File: src/rtl/rca_map.svh
// Purpose: Constants of the real-time clock block.
// Assumes: Included by its bare name.
// Notes:   Definitions only.
`ifndef RCA_MAP_SVH
`define RCA_MAP_SVH
`define RCA_PRESCALE_RST   20'h07fff
`define RCA_SEL_LOWSPEED   2'h0
`define RCA_SEL_LOWPOWER   2'h1
`define RCA_SEL_FASTDIV    2'h2
`define RCA_FAST_DIV       8'h80
`define RCA_CAL_DIV_RST    6'h1f
`define RCA_NUM_BACKUP     10
`endif

File: src/rtl/rca_pkg.sv
// Purpose: Types of the real-time clock block.
// Assumes: Nothing.
// Notes:   Nothing is imported by users.
package rca_pkg;
    typedef logic [1:0] rca_sel_t;
    typedef struct packed {
        logic        we;
        logic [3:0]  idx;
        logic [15:0] data;
    } rca_bkp_wr_t;
    typedef struct packed {
        logic alarm;
        logic second;
    } rca_flags_t;
endpackage : rca_pkg

File: src/rtl/rca_core.sv
// Purpose: Real-time clock with prescaler, counter, alarm and backup words.
// Assumes: Time-base sources are slow pins sampled in clk_i (10 MHz).
// Notes:   Sources are edge-detected after a two-stage synchroniser.
// Behaviour
// - A 32-bit loadable counter raises an alarm on compare match.
// - Counter advances on ticks of a 20-bit prescaler, default one second.
// - Time base is low-speed, low-power, or fast external clock over 128.
// - Separate alarm and periodic interrupt outputs.
// - Counters run continuously once started without software help.
// - A 512 Hz reference output is derived from the time-base clock.
// - Ten 16-bit backup words keep user data while on battery.
`timescale 1ns/1ns
`include "rca_map.svh"
module rca_core #(
    parameter logic [19:0] PRESCALE_RST = `RCA_PRESCALE_RST,
    parameter int          NUM_BKP      = `RCA_NUM_BACKUP
) (
    input  wire logic                 clk_i,
    input  wire logic                 rst_n_i,
    input  wire logic                 lowspeed_clk_i,
    input  wire logic                 lowpower_clk_i,
    input  wire logic                 fast_external_clock_i,
    input  wire rca_pkg::rca_sel_t    src_sel_i,
    input  wire logic                 run_i,
    input  wire logic                 cnt_load_i,
    input  wire logic [31:0]          cnt_val_i,
    input  wire logic                 pre_load_i,
    input  wire logic [19:0]          pre_val_i,
    input  wire logic                 cmp_load_i,
    input  wire logic [31:0]          cmp_val_i,
    input  wire rca_pkg::rca_flags_t  flag_clr_i,
    input  wire logic                 cal_en_i,
    input  wire rca_pkg::rca_bkp_wr_t bkp_wr_i,
    output logic [31:0]               count_o,
    output rca_pkg::rca_flags_t       flags_o,
    output logic                      cal_out_o,
    output logic [NUM_BKP*16-1:0]     bkp_o
);
    logic [1:0]  rst_sync_ff;
    wire         rst_n = rst_sync_ff[1];
    logic [2:0]  sync1_ff;
    logic [2:0]  sync2_ff;
    logic [2:0]  prev_ff;
    logic [6:0]  fdiv_ff;
    logic        fdiv_edge_ff;
    logic [19:0] pre_rld_ff;
    logic [19:0] pre_cnt_ff;
    logic [31:0] cnt_ff;
    logic [31:0] cmp_ff;
    rca_pkg::rca_flags_t flags_ff;
    logic [5:0]  cal_div_ff;
    logic        cal_ff;
    wire  [2:0]  rise = sync2_ff & ~prev_ff;
    wire         fast_rise = rise[2];
    wire  [6:0]  nxt_fdiv = fdiv_ff + 7'h01;
    // The fast clock divider wraps every 128 source edges.
    wire         fdiv_wrap = fast_rise && (fdiv_ff == 7'(`RCA_FAST_DIV - 1));
    wire         src_tick = (src_sel_i == `RCA_SEL_LOWSPEED) ? rise[0] :
                            (src_sel_i == `RCA_SEL_LOWPOWER) ? rise[1] :
                            (src_sel_i == `RCA_SEL_FASTDIV)  ? fdiv_edge_ff :
                                                               1'b0;
    wire         pre_wrap = run_i && src_tick && (pre_cnt_ff == 20'h00000);
    wire  [31:0] nxt_cnt = cnt_ff + 32'h1;
    // A load in the tick cycle wins, so a stale count raises no alarm.
    wire         match = pre_wrap && !cnt_load_i && (nxt_cnt == cmp_ff);
    wire  [19:0] nxt_pre = pre_wrap ? pre_rld_ff : pre_cnt_ff - 20'h1;
    wire         cal_wrap = src_tick && (cal_div_ff == 6'h00);

    always_ff @(posedge clk_i or negedge rst_n_i) begin
        if (!rst_n_i) begin
            rst_sync_ff <= 2'h0;
        end else begin
            rst_sync_ff <= {rst_sync_ff[0], 1'b1};
        end
    end

    // Detectors reset low to match an idle source, avoiding a false edge.
    always_ff @(posedge clk_i or negedge rst_n) begin
        if (!rst_n) begin
            sync1_ff <= 3'h0;
            sync2_ff <= 3'h0;
            prev_ff  <= 3'h0;
        end else begin
            sync1_ff <= {fast_external_clock_i, lowpower_clk_i,
                         lowspeed_clk_i};
            sync2_ff <= sync1_ff;
            prev_ff  <= sync2_ff;
        end
    end

    always_ff @(posedge clk_i or negedge rst_n) begin
        if (!rst_n) begin
            fdiv_ff      <= 7'h00;
            fdiv_edge_ff <= 1'b0;
        end else begin
            if (fast_rise) begin
                fdiv_ff <= nxt_fdiv;
            end
            fdiv_edge_ff <= fdiv_wrap;
        end
    end

    // Prescaler counts down and reloads, so a reload of N divides by N+1.
    always_ff @(posedge clk_i or negedge rst_n) begin
        if (!rst_n) begin
            pre_rld_ff <= PRESCALE_RST;
            pre_cnt_ff <= PRESCALE_RST;
        end else if (pre_load_i) begin
            pre_rld_ff <= pre_val_i;
            pre_cnt_ff <= pre_val_i;
        end else if (run_i && src_tick) begin
            pre_cnt_ff <= nxt_pre;
        end
    end

    always_ff @(posedge clk_i or negedge rst_n) begin
        if (!rst_n) begin
            cnt_ff <= 32'h0;
        end else if (cnt_load_i) begin
            cnt_ff <= cnt_val_i;
        end else if (pre_wrap) begin
            cnt_ff <= nxt_cnt;
        end
    end

    always_ff @(posedge clk_i or negedge rst_n) begin
        if (!rst_n) begin
            cmp_ff <= 32'hffffffff;
        end else if (cmp_load_i) begin
            cmp_ff <= cmp_val_i;
        end
    end

    // A set in the same cycle as a clear wins, so no event is lost.
    always_ff @(posedge clk_i or negedge rst_n) begin
        if (!rst_n) begin
            flags_ff <= '0;
        end else begin
            flags_ff.second <= pre_wrap | (flags_ff.second &
                               ~flag_clr_i.second);
            flags_ff.alarm  <= match | (flags_ff.alarm &
                               ~flag_clr_i.alarm);
        end
    end

    // Reference output toggles every 32 time-base edges: 512 Hz at 32.768 kHz.
    always_ff @(posedge clk_i or negedge rst_n) begin
        if (!rst_n) begin
            cal_div_ff <= `RCA_CAL_DIV_RST;
            cal_ff     <= 1'b0;
        end else begin
            if (src_tick) begin
                cal_div_ff <= cal_wrap ? `RCA_CAL_DIV_RST : cal_div_ff - 6'h01;
            end
            cal_ff <= cal_en_i & (cal_wrap ? ~cal_ff : cal_ff);
        end
    end

    rca_backup #(
        .NUM (NUM_BKP)
    ) u_backup (
        .clk_i   (clk_i),
        .rst_n_i (rst_n),
        .wr_i    (bkp_wr_i),
        .data_o  (bkp_o)
    );

    assign count_o   = cnt_ff;
    assign flags_o   = flags_ff;
    assign cal_out_o = cal_ff;

    AST_CNT_STEP: assert property (@(posedge clk_i) disable iff (!rst_n)
        pre_wrap && !cnt_load_i |=> cnt_ff == $past(cnt_ff) + 32'h1)
        else $error("Counter did not step on prescaler wrap.");
    AST_CNT_HOLD: assert property (@(posedge clk_i) disable iff (!rst_n)
        !pre_wrap && !cnt_load_i |=> $stable(cnt_ff))
        else $error("Counter moved without a tick.");
    AST_ALARM_SET: assert property (@(posedge clk_i) disable iff (!rst_n)
        match |=> flags_ff.alarm)
        else $error("Alarm flag missed on match.");
    AST_ALARM_CAUSE: assert property (@(posedge clk_i)
        disable iff (!rst_n)
        $rose(flags_ff.alarm) |-> $past(match))
        else $error("Alarm flag rose without a match.");
    AST_SEC_STICKY: assert property (@(posedge clk_i)
        disable iff (!rst_n)
        flags_ff.second && !flag_clr_i.second |=> flags_ff.second)
        else $error("Periodic flag dropped without a clear.");
    AST_PRE_RELOAD: assert property (@(posedge clk_i)
        disable iff (!rst_n)
        pre_wrap && !pre_load_i |=> pre_cnt_ff == pre_rld_ff)
        else $error("Prescaler did not reload on wrap.");
    AST_FDIV_WRAP: assert property (@(posedge clk_i) disable iff (!rst_n)
        fdiv_wrap |=> fdiv_edge_ff && fdiv_ff == 7'h00)
        else $error("Fast divider did not wrap at 128.");
    AST_CAL_OFF: assert property (@(posedge clk_i) disable iff (!rst_n)
        !cal_en_i |=> !cal_ff)
        else $error("Reference output active while disabled.");
    AST_BKP_WR: assert property (@(posedge clk_i) disable iff (!rst_n)
        bkp_wr_i.we && bkp_wr_i.idx == 4'h0 |=> bkp_o[15:0] ==
        $past(bkp_wr_i.data))
        else $error("Backup word 0 not written.");
    AST_SEC_SET: assert property (@(posedge clk_i)
        disable iff (!rst_n)
        pre_wrap |=> flags_ff.second)
        else $error("Periodic flag missed on prescaler wrap.");
    AST_ALARM_STICKY: assert property (@(posedge clk_i)
        disable iff (!rst_n)
        flags_ff.alarm && !flag_clr_i.alarm |=> flags_ff.alarm)
        else $error("Alarm flag dropped without a clear.");
    AST_CNT_LOAD: assert property (@(posedge clk_i)
        disable iff (!rst_n)
        cnt_load_i |=> cnt_ff == $past(cnt_val_i))
        else $error("Counter did not take the loaded value.");
    AST_CAL_TOGGLE: assert property (@(posedge clk_i)
        disable iff (!rst_n)
        cal_en_i && cal_wrap |=> cal_ff != $past(cal_ff))
        else $error("Reference output did not toggle on divider wrap.");
    // Only words that exist may change; higher indices are dropped.
    AST_BKP_IGNORE: assert property (@(posedge clk_i)
        disable iff (!rst_n)
        bkp_wr_i.we && bkp_wr_i.idx >= NUM_BKP |=> $stable(bkp_o))
        else $error("Write to a missing backup word changed storage.");
    COV_ALARM: cover property (@(posedge clk_i) match);
    COV_WRAP: cover property (@(posedge clk_i) pre_wrap);
    COV_CLR_SET: cover property (@(posedge clk_i)
        flag_clr_i.second && pre_wrap);
    COV_CAL: cover property (@(posedge clk_i) $rose(cal_ff));
endmodule : rca_core

File: src/rtl/rca_backup.sv
// Purpose: Ten 16-bit backup words.
// Assumes: The domain stays powered from the backup battery supply.
// Notes:   Contents change only on a write strobe, or on reset, which clears them.
`timescale 1ns/1ns
`include "rca_map.svh"
module rca_backup #(
    parameter int NUM = `RCA_NUM_BACKUP
) (
    input  wire logic                 clk_i,
    input  wire logic                 rst_n_i,
    input  wire rca_pkg::rca_bkp_wr_t wr_i,
    output logic [NUM*16-1:0]         data_o
);
    genvar g;
    for (g = 0; g < NUM; g++) begin : g_word
        logic [15:0] word_ff;
        wire         hit = wr_i.we && (wr_i.idx == 4'(g));
        always_ff @(posedge clk_i or negedge rst_n_i) begin
            if (!rst_n_i) begin
                word_ff <= 16'h0000;
            end else if (hit) begin
                word_ff <= wr_i.data;
            end
        end
        assign data_o[g*16 +: 16] = word_ff;
    end
endmodule : rca_backup

File: config.mk
export PLATFORM = sky130hd
export DESIGN_NAME = rca_core
export DESIGN_NICKNAME = d
export VERILOG_FILES = /design/src/rtl/rca_pkg.sv /design/src/rtl/rca_core.sv /design/src/rtl/rca_backup.sv
export VERILOG_INCLUDE_DIRS = /design/src /design/src/rtl
export SDC_FILE = /design/constraint.sdc
export NUM_CORES = 1
export LEC_CHECK = 0
export BUFFER_PORTS_ARGS = -buffer_cell sky130_fd_sc_hd__buf_2
export CORE_ASPECT_RATIO = 0.7
export CORE_MARGIN = 2
export CORE_UTILIZATION = 42
export DETAILED_ROUTE_END_ITERATION = 8
export HOLD_SLACK_MARGIN = 0.12
export PLACE_DENSITY = 0.67
export SLEW_MARGIN = 20
export SYNTH_ARGS = -nofsm -noshare
export SYNTH_HDL_FRONTEND = slang
export SYNTH_SLANG_ARGS = --single-unit
File: constraint.sdc
create_clock -name clk_i -period 8.4 [get_ports clk_i]
set_input_delay 0 -clock clk_i [delete_from_list [all_inputs] [get_ports clk_i]]
set_output_delay 0 -clock clk_i [all_outputs]
set_load 0.05 [all_outputs]
==> run metrics, run 1 <==
outcome finished, final reports clean; Post-synth ARST share between 90% and 100%; die height around 150 um; Critical Path AT 4.18 ns; final worst-path cycle share about 44%; CP bufs+invs 0; Post-DRT Antenna Nets 0; DR vias/cell between 5 and 6; level count of the clock H-tree 1; worst ir drop on vdd roughly 240 uV; delay-heaviest family, CP simple AND/OR/NAND/NOR gates; Final HPWL DP ~26 mm; WP data required about 8.9 ns; CTS Root Cell clkbuf_16; YS warnings 0; CP max FO 11; clock tree buffer depth 3; Hold-fix buffers, CTS 182; Fmax achieved about 270 MHz; grt total ovfl 0; initial antenna violation count 1; Ports around 310; pre-CTS setup slack slightly below 5 ns; skew final between 0.015 and 0.02 ns; slowest CP cell nor2_1; TNS Setup 0 ns; FF+latch count, synth 292; Reg clk slew, reported paths 0.06 ns; final setup violation count 0; top_reg_cell synth dfrtp_1; slew margin rel. approximately 30%; CP Capture Type flip-flop; type of origin of the critical path flip-flop; Max stage delay on crit path a little under 0.7 ns; IO Port Bufs 313; layout cells sized above 1 between 40% and 50%; die area 33,300 um^2; vias in the first global route 11,100; kind of critical path flip-flop to flip-flop; final setup margin about 4.7 ns; largest net degree at the start of global routing between 70 and 80; setup bufs post-CTS 0; Core Area 31,200 um^2; most frequent cells in the layout buf_2 (313), dfrtp_1 (224), mux2_2 (203), dlygate4sd3_1 (182), nand2_1 (90); Num CTS Buffers 30; Final Non-Filler Cells between 2,000 and 2,500; Initial Utilization 42.8%; Area Overhead vs Synth 35.7%; GPL Wtd Cong 0.896; post-synth net total about 1,200; global-route wire length before repair around 62 mm; Slew Limit Fails 0; placed cells around 1,800; Post-synth EDFFs 0; Seq/Total Area, Yosys 55.3%; total routed wirelength 39.3 mm; nets@finish 1,705; GRT Total Usage 23.6%; PostCTS Resize Cnt 0; Pwr Density around 260 nW/um^2; clk sinks ~290; P_leak between 8 and 9 nW; Iter 0 DRT Violations between 600 and 700; Least-Margin Pin Slew about 1.1 ns; CP cell instances ha_1 > nand3_1 > nor2_1 > o21ai_0 > or4_1 > nor4_1 > or4b_1 > o31ai_2; Syn Inst Count 1,116; Routed WL per cell 19.4 um; DR DRC count 0; RSZ-0062 raised after global routing false; # rows 54; CTS tree yes; Final Hold Fails 0; Die Wd 217 um; min Tclk post-route around 3.7 ns; clk_lat worst skew a little under 0.6 ns; DR vias approximately 11,000; Post-Syn Area 13,400 um^2; Initial DRT Pass Iterations 5; distinct cell type count after synthesis 74; commonest non-fill, non-tap cell in the layout buf_2; Mean Syn Cell Area approximately 12 um^2; worst hold path type input pin to flip-flop; max cap viols 0
-- cells by family (layout without fill, tap and decap cells) --
family	Yosys count	count (layout)	share of synthesized area, %
DFF	292	292	55.3
and+or+nand+nor	283	283	11.8
muxes	207	207	17.4
AOI/OAI and AO/OA	147	147	6.68
buffers and inverters	100	590	3.00
xor gates and xnor gates	82	82	5.37
adders and majority gates	4	4	0.374
other	1	3	0.0281
-- synth_stat cells (all sizes together), types with 5 or more instances --
cell	instances	share of area (%)
a211oi	5	0.28
a21oi	23	0.86
a31oi	6	0.28
and3	5	0.23
buf	36	1.2
clkbuf	37	1.0
dfrtp	225	42
dfstp	67	13
inv	27	0.76
mux2	203	17
nand2	90	2.5
nand2b	12	0.56
nand3	16	0.64
nand4	17	1.0
nor2	47	1.3
nor2b	8	0.37
nor3	20	0.83
nor3b	7	0.47
nor4	15	1.1
nor4b	5	0.44
o21ai	72	2.7
o31ai	6	0.37
or2	5	0.23
or3	12	0.56
or4	6	0.34
xnor2	44	2.9
xor2	38	2.5
-- flip-flops by register name, summed over array words and instances (netlist names), 3 cells and up --
name and cells:
count_o 32, cmp_ff 32, pre_rld_ff 20, prev_ff 3
fdiv_ff 7, u_backup.g_word.word_ff 160, cal_div_ff 6, sync2_ff 3
sync1_ff 3, pre_cnt_ff 20
-- stage by stage --
step	util [%]	cell area, um^2	power (mW)	hold WS, ns
4_1_cts	58.1	18100	4.81	0.120
6_report	58.1	18100	4.78	0.153
5_1_grt	58.1	18100	4.98	0.151
3_3_place_gp	48.9	15300	3.28	-0.215
3_5_place_dp	48.9	15300	3.30	-0.207
2_1_floorplan	-	13400	2.92	-0.296
-- worst register-to-register path, cell delays in order (launching register included) --
cell,delay (ns)
dfrtp_1,0.50
ha_1,0.36
nand3_1,0.23
nor2_1,0.69
o21ai_0,0.20
or4_1,0.54
nor4_1,0.34
or4b_1,0.51
o31ai_2,0.24
-- path summary, 6_finish.rpt --
kind	depth (start not counted)	startpoint	slack, ns	to
worst min register to register	0	sync1_ff[0]	0.35	sync2_ff[0]
worst min-delay path	3	cnt_load_i	0.15	count_o[1]
max in group asynchronous	2	rst_sync_ff[1]	5.92	u_backup.g_word[0].word_ff[10]
min in group asynchronous	3	rst_n_i	0.29	rst_sync_ff[0]
worst max register to register	8	count_o[0]	4.70	flags_o[1]
worst max-delay path	8	count_o[0]	4.70	flags_o[1]
-- power breakdown --
| part | leakage (nW) | switching [mW] | internal, mW | total (mW) |
|---|---|---|---|---|
| Sequential | 3.46 | 0.184 | 1.69 | 1.88 |
| Combinational | 4.08 | 1.04 | 0.452 | 1.49 |
| Clock | 0.513 | 0.579 | 0.835 | 1.41 |
-- area by class of cell --
class                      instances  area (um^2)
multi-input combinational        724         5590
antenna                            2         5.00
inverter                          27          101
clock inverter                    15          229
sequential                       292         7390
clock buffer                      41          812
tap                              420          526
fill                            2576        13100
timing repair buffer             507         3480
-- layer usage --
| metal | part of all wire [%] | vias to the layer above | GRT usage (%) |
|---|---|---|---|
| met2 | 46 | 403 | 37.9 |
| met3 | 8.2 | 90 | 7.00 |
| met1 | 42 | 5250 | 30.7 |
| met5 | 0 | - | 0 |
| li1 | - | 4861 | - |
| met4 | 3.2 | 0 | 7.53 |
Note: power is estimated with default switching activity, not from simulation.
==> inputs of run 2 (changes only) <==
==> constraint.sdc (replaced) <==
create_clock -name clk_i -period 3 [get_ports clk_i]
set_input_delay 0 -clock clk_i [delete_from_list [all_inputs] [get_ports clk_i]]
set_output_delay 0 -clock clk_i [all_outputs]
set_load 0.05 [all_outputs]
==> run 2 against run 1 <==
Compared with the run above:
- core utilization grew 0.37 points
- largest cell class unchanged
- first-iteration DRC count grew 14%
- power grew to 2.8 times the previous value
- non-clock buffer count grew 10
- worst hold slack lost 0.011 ns
- critical endpoint is now count_o[21]
- largest power group unchanged
- register-to-register slack lost 4.7 ns
==> run metrics, run 2 (synthesis results as in run 1) <==
clock share of power 28.2% (-1.4 points); type of origin of the critical path flip-flop; kind of critical path flip-flop to flip-flop; Num CTS Buffers 30 (unchanged); most frequent cells in the layout buf_2 (313), dfrtp_1 (220), mux2_2 (203), dlygate4sd3_1 (175), nand2_1 (90); skew final 0.0202 ns (+0.000577 ns); IO Port Bufs 313 (unchanged); Slew Limit Fails 0 (unchanged); Post-DRT Antenna Nets 0 (unchanged); Routed WL per cell 19.4 um (about the same); Sw Ratio 38.6% (+0.86 points); DR vias 10,700 (+0.47%); GRT Total Usage 23.5% (-0.085 points); largest net degree at the start of global routing 90 (+18%); die area 33,300 um^2 (unchanged); max cap viols 0 (unchanged); RSZ-0062 raised after global routing true; CTS Root Cell clkbuf_16; layout filler cell count 2,530 (-1.8%); die height 153 um (unchanged); GPL Wtd Cong 0.901 (+0.66%); commonest non-fill, non-tap cell in the layout buf_2; WP data required 3.45 ns (-5.43 ns); DR DRC count 0 (unchanged); grt total ovfl 0 (unchanged); Reg clk slew, reported paths 0.07 ns (about the same); nets@finish 1,715 (+0.59%); CP max FO 5 (-6); min Tclk post-route 2.95 ns (-0.746 ns); switching power 5.07 mW (+180%); clk sinks 292 (unchanged); Iter 0 DRT Violations 735 (+14%); Ports 314 (unchanged); Final Util 58.5% (+0.37 points); Fmax achieved 339 MHz (+25%); reg2reg start pre_cnt_ff[3]; slew margin rel. 29.5% (-0.27 points); Worst R2R Setup Slack 0.05 ns (-4.65 ns); Largest register FFs 160 (unchanged); Initial DRT Pass Iterations 5 (unchanged); Initial Utilization 42.8% (unchanged); TNS Setup 0 ns (unchanged); DR vias/cell 5.24 (+0.13%); min-delay src flag_clr_i[0]; Critical Path AT 3.40 ns (-0.78 ns); clock tree buffer depth 3 (unchanged); total internal power 8.08 mW (+170%); R2R Path End count_o[21]; Biggest register u_backup.g_word.word_ff; outcome finished, final reports clean; Core Area 31,200 um^2 (unchanged); Final HPWL DP 26.1 mm (+1.4%); hold depth 3 (unchanged); worst ir drop on vdd 764 uV (+220%); Pwr Density 721 nW/um^2 (+170%); initial antenna violation count 1 (unchanged); CP Capture Type flip-flop; final worst-path cycle share 98.3% (+54 points); layout cells sized above 1 43.2% (+1.7 points); CTS tree yes; final setup violation count 0 (unchanged); P_leak 8.09 nW (+0.53%); final setup margin 0.0502 ns (-4.65 ns); Area Overhead vs Synth 36.6%; total routed wirelength 39.5 mm (+0.32%); worst hold path type input pin to flip-flop; reg2reg path depth 8 (unchanged); level count of the clock H-tree 1 (unchanged); global-route wire length before repair 61.7 mm (-0.64%); clk_lat worst skew 0.59 ns (about the same); Reg power frac 39.8% (+0.6 points); Comb pwr share 32.0% (+0.8 points); hold endpoint flags_o[0]; Final Hold Fails 0 (unchanged); pre-CTS setup slack 0.0510 ns (-4.77 ns); vias in the first global route 11,000 (-1.1%); Power Total 13.2 mW (+180%); Die Wd 217 um (unchanged); # rows 54 (unchanged); Least-Margin Pin Slew 1.06 ns (+0.00403 ns)
==> run 2: cell types whose count changed in the layout (fill, tap and decap cells not counted), sizes merged <==
| cell | change |
|---|---|
| buf | +17 |
| bufinv | -4 |
| clkbuf | -2 |
| clkinvlp | +4 |
| diode | -1 |
| dlygate4sd3 | -7 |
==> run 2: power groups by stage <==
stage	logic, mW	clock network (mW)	registers (mW)
6_report	4.20	3.71	5.24
5_1_grt	4.42	3.98	5.34
4_1_cts	4.20	3.80	5.23
3_5_place_dp	4.00	0	5.27
3_3_place_gp	3.96	0	5.24
2_1_floorplan	1.01	0	7.17
==> run 2: repair_timing <==
item	CTS	global route
resized for setup	0	13
hold buffers	175	0
setup buffers	0	3
endpoints found under the hold margin	273	0
setup endpoints to repair	0	16
==> run 2: critical path, stage by stage (launching register included) <==
cell,delay [ns]
dfstp_2,0.40
nor4_4,0.40
nand3_1,0.27
or2_1,0.36
nor4_4,0.37
nand4_1,0.18
xor2_1,0.18
o21ai_1,0.08
dlygate4sd3_1,0.59
==> run 2: per-layer routing <==
metal  vias up  track usage, %  wire (um)
li1       4886               -          -
met2       380            37.3      18400
met3        67            6.43       2990
met4         0            6.49       1130
met1      5321            31.7      17000
met5         -               0          0
==> run 2: how the worst max path moves through the flow <==
stage                   start     endpoint  slack, ns
5_1_grt         pre_cnt_ff[3]  count_o[21]      -0.04
4_1_cts            count_o[0]   flags_o[1]       0.02
3_3_place_gp       count_o[0]   flags_o[1]       0.08
2_1_floorplan  rst_sync_ff[1]   count_o[0]      -0.09
6_report        pre_cnt_ff[3]  count_o[21]       0.05
3_5_place_dp       count_o[0]   flags_o[1]       0.05
==> run 2: through the flow <==
stage	instance area [um^2]	hold slack, ns	instances
floorplan	13400	-0.296	1116
global placement	15400	-0.210	1802
detailed placement	15400	-0.206	1802
CTS	18200	0.128	2031
global route	18300	0.126	2035
finish	18300	0.143	2035
==> run 2: cell type report <==
class	instances	area, um^2	share of cell area (%)
antenna	1	2.50	0.0137
clock buffer	39	835	4.57
clock inverter	15	154	0.843
inverter	27	101	0.555
multi-input combinational	724	5650	30.9
sequential	292	7400	40.5
tap	420	526	2.88
timing repair buffer	517	3590	19.7
==> inputs of run 3 (changes only) <==
--- a/config.mk
+++ b/config.mk
@@ -12,7 +12,6 @@
 export CORE_UTILIZATION = 42
 export DETAILED_ROUTE_END_ITERATION = 8
 export HOLD_SLACK_MARGIN = 0.12
-export PLACE_DENSITY = 0.67
 export SLEW_MARGIN = 20
 export SYNTH_ARGS = -nofsm -noshare
 export SYNTH_HDL_FRONTEND = slang
==> constraint.sdc (replaced) <==
create_clock -name clk_i -period 2.8 [get_ports clk_i]
set_input_delay 0 -clock clk_i [delete_from_list [all_inputs] [get_ports clk_i]]
set_output_delay 0 -clock clk_i [all_outputs]
set_load 0.05 [all_outputs]
==> run 3 against run 2 <==
Compared with the run above:
- routed wire length rose by 2.0%
- sequential power rose by 6.7%
- die area did not move
- via count rose by 0.34%
- count of clock-buffer cells in the layout did not move
- clock skew fell by 0.0046 ns
- sequential share of layout area fell by 0.16 points
- clock power rose by 20%
- core utilization rose by 0.30 points
- power rose by 11%
- cell count rose by 0.15%
- combinational power rose by 7.4%
- critical endpoint is now flags_o[1]
- largest cell class unchanged
- highest routed layer unchanged
==> run metrics, run 3 (synthesis results as in run 1) <==
CP max FO 7 (+2); Pwr Density 793 nW/um^2 (+10%); layout cells sized above 1 45.4% (+2.2 points); GRT Total Usage 24.1% (+0.62 points); area occupied by multi-input gates 5660 um^2 (+0.27%); Post-DRT Antenna Nets 0 (unchanged); CTS Root Cell clkbuf_16; Critical Path AT 3.25 ns (-0.15 ns); Initial Utilization 42.8% (unchanged); type of origin of the critical path flip-flop; # rows 54 (unchanged); Final Hold Fails 0 (unchanged); die height 153 um (unchanged); Biggest register u_backup.g_word.word_ff; grt total ovfl 0 (unchanged); GPL Wtd Cong 0.897 (-0.45%); nets@finish 1,715 (unchanged); delay-heaviest family, CP simple AND/OR/NAND/NOR gates; CP bufs+invs 0 (-1); skew final 0.0156 ns (-0.00456 ns); Fmax achieved 362 MHz (+6.8%); Slew Limit Fails 0 (unchanged); outcome finished, final reports clean; clock tree buffer depth 3 (unchanged); vias in the first global route 11,000 (+0.11%); Num CTS Buffers 30 (unchanged); Max stage delay on crit path 0.55 ns (-0.04 ns); Worst Setup SP count_o[0]; final hold slack 0.136 ns (-0.00664 ns); final worst-path cycle share 98.6% (+0.28 points); Final Cell Area 18,300 um^2 (+0.51%); Area Overhead vs Synth 37.3%; Die Wd 217 um (unchanged); commonest non-fill, non-tap cell in the layout buf_2; most frequent cells in the layout buf_2 (313), dfrtp_1 (214), mux2_2 (203), dlygate4sd3_1 (152), nand2_1 (90); worst hold path type input pin to flip-flop; min-delay src bkp_wr_i[20]; reg2reg start count_o[0]; Final HPWL DP 27.5 mm (+5.3%); Worst R2R Setup Slack 0.04 ns (about the same); slew margin rel. 37.5% (+8.0 points); pre-CTS setup slack -0.0136 ns (-0.0646 ns); placed cells 1,825 (+1.3%); min Tclk post-route 2.76 ns (-0.189 ns); CP Capture Type flip-flop; DR DRC count 0 (unchanged); Ports 314 (unchanged); max cap viols 0 (unchanged); P_leak 8.17 nW (+0.98%); Power Total 14.6 mW (+11%); Post-DP Area 15,600 um^2 (+1.2%); CTS tree yes; die area 33,300 um^2 (unchanged); CP cell instances ha_1 > nand3_2 > nor4_1 > xnor2_1 > a211oi_1 > o2111ai_1 > or4b_1 > o31ai_2; level count of the clock H-tree 1 (unchanged); final setup violation count 0 (unchanged); layout filler cell count 2,626 (+3.8%); RSZ-0062 raised after global routing true; Initial DRT Pass Iterations 5 (unchanged); register area 7410 um^2 (+0.10%); DR vias 10,700 (+0.34%); total routed wirelength 40.3 mm (+2.0%); kind of critical path flip-flop to flip-flop; slowest CP cell or4b_1; clk sinks 292 (unchanged); Final Non-Filler Cells 2,038 (+0.15%); clk_lat worst skew 0.58 ns (about the same); worst ir drop on vdd 720 uV (-5.8%); Reg clk slew, reported paths 0.07 ns (about the same); Iter 0 DRT Violations 755 (+2.7%); IO Port Bufs 313 (unchanged); Largest register FFs 160 (unchanged); largest net degree at the start of global routing 83 (-7.8%); DR vias/cell 5.25 (+0.19%); Routed WL per cell 19.8 um (+1.9%); WP data required 3.29 ns (-0.16 ns); final setup margin 0.0390 ns (-0.0112 ns); initial antenna violation count 0 (-1); global-route wire length before repair 63.1 mm (+2.4%); Core Area 31,200 um^2 (unchanged); Least-Margin Pin Slew 0.938 ns (-0.119 ns)
[run 3: routing by layer]
metal	routed length (um)	vias to the layer above	track usage (%)	share of wire, %
met5	0	-	0	0
met4	1170	0	7.21	2.9
met3	2620	68	6.27	6.5
met2	18000	332	36.5	45
met1	18500	5418	34.0	46
li1	-	4872	-	-
[run 3: path summary, 6_finish.rpt]
path / to / cells after the start
setup / recovery: flags_o[1] / 8
hold reg to reg: u_backup.g_word[2].word_ff[15] / 0
hold / removal: u_backup.g_word[9].word_ff[1] / 5
setup reg to reg: flags_o[1] / 8
max in group asynchronous: cmp_ff[30] / 1
min in group asynchronous: rst_sync_ff[1] / 3
[run 3: cell type report]
cell class | instances | share of cell area [%]
antenna | 2 | 0.0273
clock buffer | 39 | 4.72
clock inverter | 17 | 1.37
inverter | 27 | 0.552
multi-input combinational | 724 | 30.9
sequential | 292 | 40.4
tap | 420 | 2.86
timing repair buffer | 517 | 19.2
[run 3: power breakdown]
part	internal, mW	switching [mW]	leakage [nW]
Sequential	5.08	0.506	3.45
Combinational	1.35	3.16	4.17
Clock	2.66	1.79	0.551
[run 3: repair_timing]
action	CTS	global route
pin swaps	0	4
endpoints found under the hold margin	273	0
hold buffers	152	0
gates resized for setup	2	9
endpoints found under the setup margin	1	5
cloned	0	0
buffers inserted	0	3
[run 3: worst register-to-register path, cell delays in order, from the launching register on]
cell and delay [ns]:
dfrtp_2 0.36, ha_1 0.27, nand3_2 0.17, nor4_1 0.38, xnor2_1 0.10, a211oi_1 0.41
o2111ai_1 0.21, or4b_1 0.55, o31ai_2 0.23
[run 3: per-stage QoR]
stage,TNS (ns),utilization [%]
floorplan,-18.35,-
global placement,0,50.0
detailed placement,-0.0136,50.0
CTS,0,58.5
global route,-0.0312,58.8
finish,0,58.8
